File: config.mk
export PLATFORM = sky130hd
export DESIGN_NAME = term_seq
export DESIGN_NICKNAME = d
export VERILOG_FILES = /design/src/term_seq_pkg.sv /design/src/term_seq.sv
export SDC_FILE = /design/constraint.sdc
export NUM_CORES = 1
export LEC_CHECK = 0
export ABC_CLOCK_PERIOD_IN_PS = 2700
export CAP_MARGIN = 20
export CELL_PAD_IN_SITES_DETAIL_PLACEMENT = 1
export CELL_PAD_IN_SITES_GLOBAL_PLACEMENT = 2
export CORE_MARGIN = 8
export CORE_UTILIZATION = 41
export DETAILED_ROUTE_END_ITERATION = 8
export DONT_BUFFER_PORTS = 1
export HOLD_SLACK_MARGIN = 0.05
export PLACE_DENSITY_LB_ADDON = 0.3
export SYNTH_ARGS = -nofsm -noshare
export SYNTH_HDL_FRONTEND = slang
export SYNTH_SLANG_ARGS = --single-unit
File: constraint.sdc
create_clock -name clk -period 2.7 [get_ports clk]
set_input_delay 0.54 -clock clk [delete_from_list [all_inputs] [get_ports clk]]
set_output_delay 0.54 -clock clk [all_outputs]
set_load 0.01 [all_outputs]
File: src/term_seq_pkg.sv
/*
 package for the dynamic termination sequencer: register offsets, field
 positions, reset values, state encoding and the carrier structs.
 assumes a 32-bit ahb-lite slave with word registers.
*/
package term_seq_pkg;

   localparam int CODE_W = 14;

   // register byte offsets
   localparam logic [7:0] CTRL_OFF   = 8'h00;
   localparam logic [7:0] STATUS_OFF = 8'h04;
   localparam logic [7:0] SCODE_OFF  = 8'h08;
   localparam logic [7:0] PCODE_OFF  = 8'h0C;
   localparam logic [7:0] CALCNT_OFF = 8'h10;

   // control fields
   localparam int CTRL_DRIVE_BIT  = 0;
   localparam int CTRL_OUTONLY_BIT = 1;
   localparam int CTRL_HALF_BIT   = 2;
   localparam int CTRL_FREEZE_BIT = 3;
   localparam logic [3:0] CTRL_RESET = 4'h0;

   // status fields
   localparam int STAT_STATE_LSB = 0;
   localparam int STAT_OE_BIT    = 4;
   localparam int STAT_DT_BIT    = 5;

   localparam logic [1:0] HTRANS_NONSEQ = 2'h2;
   localparam logic [2:0] HSIZE_WORD    = 3'h2;

   typedef enum logic [1:0] {
      ST_RECEIVE  = 2'b00,
      ST_TERM_OFF = 2'b01,
      ST_DRIVE    = 2'b10,
      ST_OE_OFF   = 2'b11
   } seq_state_t;

   typedef struct packed {
      logic [CODE_W-1:0] series_code;
      logic [CODE_W-1:0] parallel_code;
   } code_pair_t;

   typedef struct packed {
      logic oe;
      logic dyn_term;
   } pin_ctrl_t;

endpackage : term_seq_pkg

File: src/term_seq.sv
/*
 dynamic termination sequencer: orders output enable and dynamic parallel
 termination select of bidirectional pins and fans the calibration codes
 of one calibration block out to every pin, over an ahb-lite register port.
 assumes one calibration block per bank feeding cal_codes, all pins of one
 instance share termination values and bank supply.
*/
`timescale 1ns/1ps

// Operation
// - receive: output enable low, termination select high, parallel term on.
// - drive: output enable high, termination select low, parallel term off.
// - each pin gets a 14-bit series and parallel code from one block.
// - output-only pins get the series code on both code buses.
// - one block may feed many pins sharing termination and supply.
// - at most one calibration block supplies a given bank.
// - 25-ohm drive from 50-ohm reference by halving the code.
// - no multiplying 25-ohm reference up to 50 ohm.
// - user-mode recalibration refreshes the delivered codes any time; the code takes no new codes while the freeze bit is set.
module term_seq #(
   parameter int NPINS = 1
) (
   input  wire logic                       clk,
   input  wire logic                       reset_n,
   input  wire logic                       hsel,
   input  wire logic [31:0]                haddr,
   input  wire logic [1:0]                 htrans,
   input  wire logic                       hwrite,
   input  wire logic [2:0]                 hsize,
   input  wire logic [31:0]                hwdata,
   input  wire logic                       hready,
   output logic      [31:0]                hrdata,
   output logic                            hreadyout,
   output logic                            hresp,
   input  wire logic [NPINS-1:0]           drive_req,
   input  wire term_seq_pkg::code_pair_t   cal_codes,
   input  wire logic                       cal_valid,
   output term_seq_pkg::pin_ctrl_t [NPINS-1:0] pin_ctrl,
   output term_seq_pkg::code_pair_t        series_code_bus,
   output term_seq_pkg::code_pair_t        parallel_code_bus
);
   import term_seq_pkg::*;

   typedef struct packed {
      seq_state_t [NPINS-1:0] st;
      pin_ctrl_t  [NPINS-1:0] pc;
      logic [3:0]             ctrl;
      code_pair_t             codes;
      logic [15:0]            cal_cnt;
      logic                   wr_pend;
      logic [7:0]             addr;
      logic [31:0]            rdata;
   } state_t;

   state_t s_reg;
   state_t s_next;

   function automatic logic [CODE_W-1:0] halve(input logic [CODE_W-1:0] c);
      halve = {1'b0, c[CODE_W-1:1]};
   endfunction : halve

   function automatic logic [31:0] read_mux(input state_t s);
      logic [31:0] r;
      r = 32'h0000_0000;
      case (s.addr)
         CTRL_OFF:   r[3:0] = s.ctrl;
         STATUS_OFF: begin
            r[STAT_STATE_LSB +: 2] = s.st[0];
            r[STAT_OE_BIT]         = s.pc[0].oe;
            r[STAT_DT_BIT]         = s.pc[0].dyn_term;
         end
         SCODE_OFF:  r[CODE_W-1:0] = s.codes.series_code;
         PCODE_OFF:  r[CODE_W-1:0] = s.codes.parallel_code;
         CALCNT_OFF: r[15:0] = s.cal_cnt;
         default:    r = 32'h0000_0000;
      endcase
      read_mux = r;
   endfunction : read_mux

   always_comb begin
      logic take;
      logic want;
      take = 1'b0;
      want = 1'b0;
      s_next = s_reg;
      // bus data phase: write lands, read data registered
      if (s_reg.wr_pend && s_reg.addr == CTRL_OFF) begin
         s_next.ctrl = hwdata[3:0];
      end
      s_next.wr_pend = 1'b0;
      take = hsel && hready && htrans == HTRANS_NONSEQ && hsize == HSIZE_WORD;
      if (take) begin
         s_next.addr    = haddr[7:0];
         s_next.wr_pend = hwrite;
         s_next.addr[1:0] = 2'h0;
      end
      if (take && !hwrite) begin
         s_next.rdata = read_mux(s_next);
      end
      // one shared calibration source for every pin of this bank
      if (cal_valid && !s_reg.ctrl[CTRL_FREEZE_BIT]) begin
         s_next.codes   = cal_codes;
         s_next.cal_cnt = s_reg.cal_cnt + 16'h0001;
      end
      // per-pin ordering of enable and termination select
      for (int i = 0; i < NPINS; i++) begin
         want = drive_req[i] | s_reg.ctrl[CTRL_DRIVE_BIT];
         case (s_reg.st[i])
            ST_RECEIVE: begin
               s_next.pc[i] = '{oe: 1'b0, dyn_term: 1'b1};
               if (want) begin
                  s_next.st[i] = ST_TERM_OFF;
                  s_next.pc[i].dyn_term = 1'b0;
               end
            end
            ST_TERM_OFF: begin
               if (want) begin
                  s_next.st[i] = ST_DRIVE;
                  s_next.pc[i] = '{oe: 1'b1, dyn_term: 1'b0};
               end else begin
                  s_next.st[i] = ST_RECEIVE;
                  s_next.pc[i] = '{oe: 1'b0, dyn_term: 1'b1};
               end
            end
            ST_DRIVE: begin
               if (!want) begin
                  s_next.st[i] = ST_OE_OFF;
                  s_next.pc[i].oe = 1'b0;
               end
            end
            ST_OE_OFF: begin
               if (want) begin
                  s_next.st[i] = ST_TERM_OFF;
               end else begin
                  s_next.st[i] = ST_RECEIVE;
                  s_next.pc[i] = '{oe: 1'b0, dyn_term: 1'b1};
               end
            end
            default: begin
               s_next.st[i] = ST_RECEIVE;
               s_next.pc[i] = '{oe: 1'b0, dyn_term: 1'b1};
            end
         endcase
      end
   end

   always_ff @(posedge clk or negedge reset_n) begin
      if (!reset_n) begin
         for (int i = 0; i < NPINS; i++) begin
            s_reg.st[i] <= ST_RECEIVE;
            s_reg.pc[i] <= '{oe: 1'b0, dyn_term: 1'b1};
         end
         s_reg.ctrl    <= CTRL_RESET;
         s_reg.codes   <= '0;
         s_reg.cal_cnt <= 16'h0000;
         s_reg.wr_pend <= 1'b0;
         s_reg.addr    <= 8'h00;
         s_reg.rdata   <= 32'h0000_0000;
      end else begin
         s_reg <= s_next;
      end
   end

   assign pin_ctrl  = s_reg.pc;
   assign hrdata    = s_reg.rdata;
   assign hreadyout = 1'b1;
   assign hresp     = 1'b0;

   // series bus carries full and halved series code for 50/25-ohm drive; with the half bit set both fields carry the halved code
   always_comb begin
      series_code_bus.series_code   = s_reg.codes.series_code;
      series_code_bus.parallel_code = halve(s_reg.codes.series_code);
      // output-only pins take the series code in both registers
      if (s_reg.ctrl[CTRL_OUTONLY_BIT]) begin
         parallel_code_bus.series_code   = s_reg.codes.series_code;
         parallel_code_bus.parallel_code = s_reg.codes.series_code;
      end else begin
         parallel_code_bus.series_code   = s_reg.codes.parallel_code;
         parallel_code_bus.parallel_code = s_reg.codes.parallel_code;
      end
      // half drive only ever divides a 50-ohm code, never multiplies
      if (s_reg.ctrl[CTRL_HALF_BIT]) begin
         series_code_bus.series_code = halve(s_reg.codes.series_code);
      end
   end

endmodule : term_seq

==> out/metrics.yaml <==
drt:
  viasPerCell: 5.447
  dr_total_vias: 2647
  drt_iter0_drc: 140
  drtPass1Iterations: 4
  wl_per_cell_microns: 22.08
  remaining_drc_errors: 0
  wl_mm: 10.73
  antenna_left: 0
global_route:
  overflow: 0
  grt_pass1_vias: 2969
  groute.usage.overall_pct: 15.57
  antenna_found_initial: 0
  grt_max_degree: 78
  grt_pass1_wl_mm: 17.31
logic_synthesis:
  synth_cell_type_count: 44
  synth_area_per_cell_sq_um: 11.20
  synth.area.top_cells: "dfrtp_1 (44%), mux2_2 (17%), buf_4 (11%)"
  synth_top_cell_by_area: "dfrtp_1"
  ys_warn_count: 0
  synthArstFlopShare_pct: 100.0
  synth_common_cells: "dfrtp_1 (76), mux2_2 (67), buf_4 (64), nand2_1 (39), a22o_1 (15)"
  synth_flop_cell: "dfrtp_1"
  ys_seq_area_share_pct: 44.59
  synth_top_area_share_pct: 43.98
  yosysMostFrequentCell: "dfrtp_1"
  synth-seq-cells: 77
  syn-instance-count: 386
  synth_area_sq_um: 4324
  synth_edf_count: 0
worst_setup_path:
  critical_path_arrival_ns: 1.66
  startpoint_type: "flop"
  cp.depth: 1
  r2r_end: "hrdata[1]"
  critPathTopFamily: "flip-flops"
  critPathKind: "reg -> out"
  timing.rr.start: "s_reg[35]"
  endpoint: "parallel_code_bus[6]"
  endpoint_kind: "primary output"
  critPathMaxFanout: 15
  crit_path_cell_trace: "mux2_2"
  cp_num_buf_inv: 0
  crit_slowest_cell: "dfrtp_1"
  crit_path_max_incr_delay_ns: 0.82
  crit_start: "s_reg[86]"
  worstPathRequired_ns: 2.16
  reg2reg_depth: 5
  r2r_slack_ns: 0.53
clock_network:
  cts.path.max_buffers: 2
  clk_latency_ns: 0.35
  clock-sinks: 77
  htree_levels: 3
  cts_tree: "done"
  ctsResizeCount: 0
  clkTransAtPathRegs_ns: 0.09
  cts_made_buffers: 9
  root_buffer: "clkbuf_8"
power:
  p_leak_nw: 1.898
  pwr-share-seq_pct: 48.7
  p_sw_share_pct: 33.24
  clock_power_share_pct: 30.6
  power_per_cell_area_nw_per_um2: 753.2
  switchingPower_mw: 1.082
  combPwrFrac_pct: 20.7
  cell_internal_pwr_mw: 2.173
  vdd_ir_drop_max_mv: 0.2917
floorplanning:
  die_area_sq_um: 14090
  die_x_microns: 118.7
  coreArea_sq_um: 10280
  io-pin-count: 196
  die_h_microns: 118.7
  rows: 37
  start_util_pct: 42.07
timing:
  fin_hold_ws_ns: 0.05615
  skew_ns: 0.01145
  rsz0062_at_grt: "false"
  fmax_mhz: 455.2
  hold_violations: 0
  drv_slew: 0
  tightest_slew_ns: 0.7203
  period_share_pct: 81.37
  setup_tns_ns: 0
  setup_viol: 0
  finalCriticalPeriod_ns: 2.197
  relSlewSlack_pct: 51.98
flow_run:
  drv_cap: 0
placed_design:
  placed_area_sq_um: 4069
  io_buffers: 0
  gp_routability_congestion: 0.7855
  dpl.hpwl_mm: 8.255
cells_and_area:
  final_layout_size_suffix_gt1_share_pct: 28.86
  largest_register_ffs: 45
  syn_to_final_growth_pct: -0.05798
  antenna_cells: 0
  final_nets: 450
  fin_area_sq_um: 4322
hold_path:
  hp-class: "in -> async"
outcome:
  status: "finished, final reports clean"
-- layout make-up --
cell class | instances | area (sq um)
clock inverters | 5 | 83.83
flip-flops and latches | 77 | 1928
inverters | 3 | 11.26
multi-input cells | 245 | 1899
repair buffers | 9 | 87.58
well taps | 136 | 170.2
fillers | 1117 | 5956
clock buffers | 11 | 141.4
-- logic make-up after synthesis --
group,count (synthesis),share of synthesized area [%]
flip-flops,77,44.59
AND/OR/NAND/NOR,93,11.20
buffers and inverters,81,13.14
adder cells (fa/ha/maj),1,0.2893
AO/OA/AOI/OAI,43,8.102
other,2,0.1737
multiplexers,74,19.47
XOR/XNOR,15,3.038
-- per-layer routing --
metal | up-vias | GRT usage, % | wire [microns]
li1 | 1210 | - | -
met1 | 1357 | 20.11 | 4819
met2 | 73 | 24.16 | 5090
met3 | 7 | 4.807 | 711
met4 | 0 | 5.455 | 107
met5 | - | 0 | 0
-- worst min-delay path by stage --
| stage | depth (start not counted) | slack (ns) | to |
|---|---|---|---|
| 3_5_place_dp | 0 | 0.25 | s_reg[33] |
| 5_1_grt | 1 | 0.09 | s_reg[35] |
| 3_3_place_gp | 0 | 0.25 | s_reg[33] |
| 4_1_cts | 1 | 0.08 | s_reg[33] |
| 6_report | 1 | 0.06 | s_reg[35] |
| 2_1_floorplan | 0 | 0.24 | asynchronous set/reset pin |
-- through the flow --
stage | util, % | power [mW] | setup slack (ns) | instances
finish | 42.05 | 3.255 | 0.5030 | 486
global route | 42.05 | 3.435 | 0.4103 | 486
CTS | 42.05 | 3.307 | 0.4794 | 486
detailed placement | 39.59 | 2.265 | 0.2061 | 469
global placement | 39.59 | 2.241 | 0.2368 | 469
floorplan | - | 2.197 | 0.6824 | 403
-- repair_timing --
action / 4_1_cts / 5_1_grt
hold buffers: 1 / 0
setup buffers: 0 / 0
hold endpoints to repair: 77 / 0
-- cells in the final DEF, fill, tap and decap left out, types with 3 or more instances in the layout --
| cell type | instances |
|---|---|
| buf_4 | 8 |
| xnor2_1 | 11 |
| nor2b_1 | 3 |
| nor2_1 | 12 |
| clkbuf_8 | 10 |
| conb_1 | 19 |
| a22oi_1 | 11 |
| mux2i_1 | 3 |
| nor3_1 | 5 |
| nand2b_1 | 3 |
| nand4_1 | 6 |
| dfrtp_1 | 76 |
| inv_1 | 3 |
| xor2_1 | 4 |
| a222oi_1 | 3 |
| a22o_1 | 15 |
| a221o_1 | 4 |
| mux2_2 | 67 |
| nand2_1 | 39 |
| nand3_1 | 8 |
| o21ai_0 | 3 |
-- power groups by stage --
stage | sequential (mW) | combinational (mW) | clock (mW)
6_report | 1.59 | 0.673 | 0.997
5_1_grt | 1.62 | 0.739 | 1.08
4_1_cts | 1.59 | 0.686 | 1.03
3_5_place_dp | 1.61 | 0.656 | 0
3_3_place_gp | 1.60 | 0.643 | 0
2_1_floorplan | 1.47 | 0.722 | 0
(Power assumes the default switching activity.)
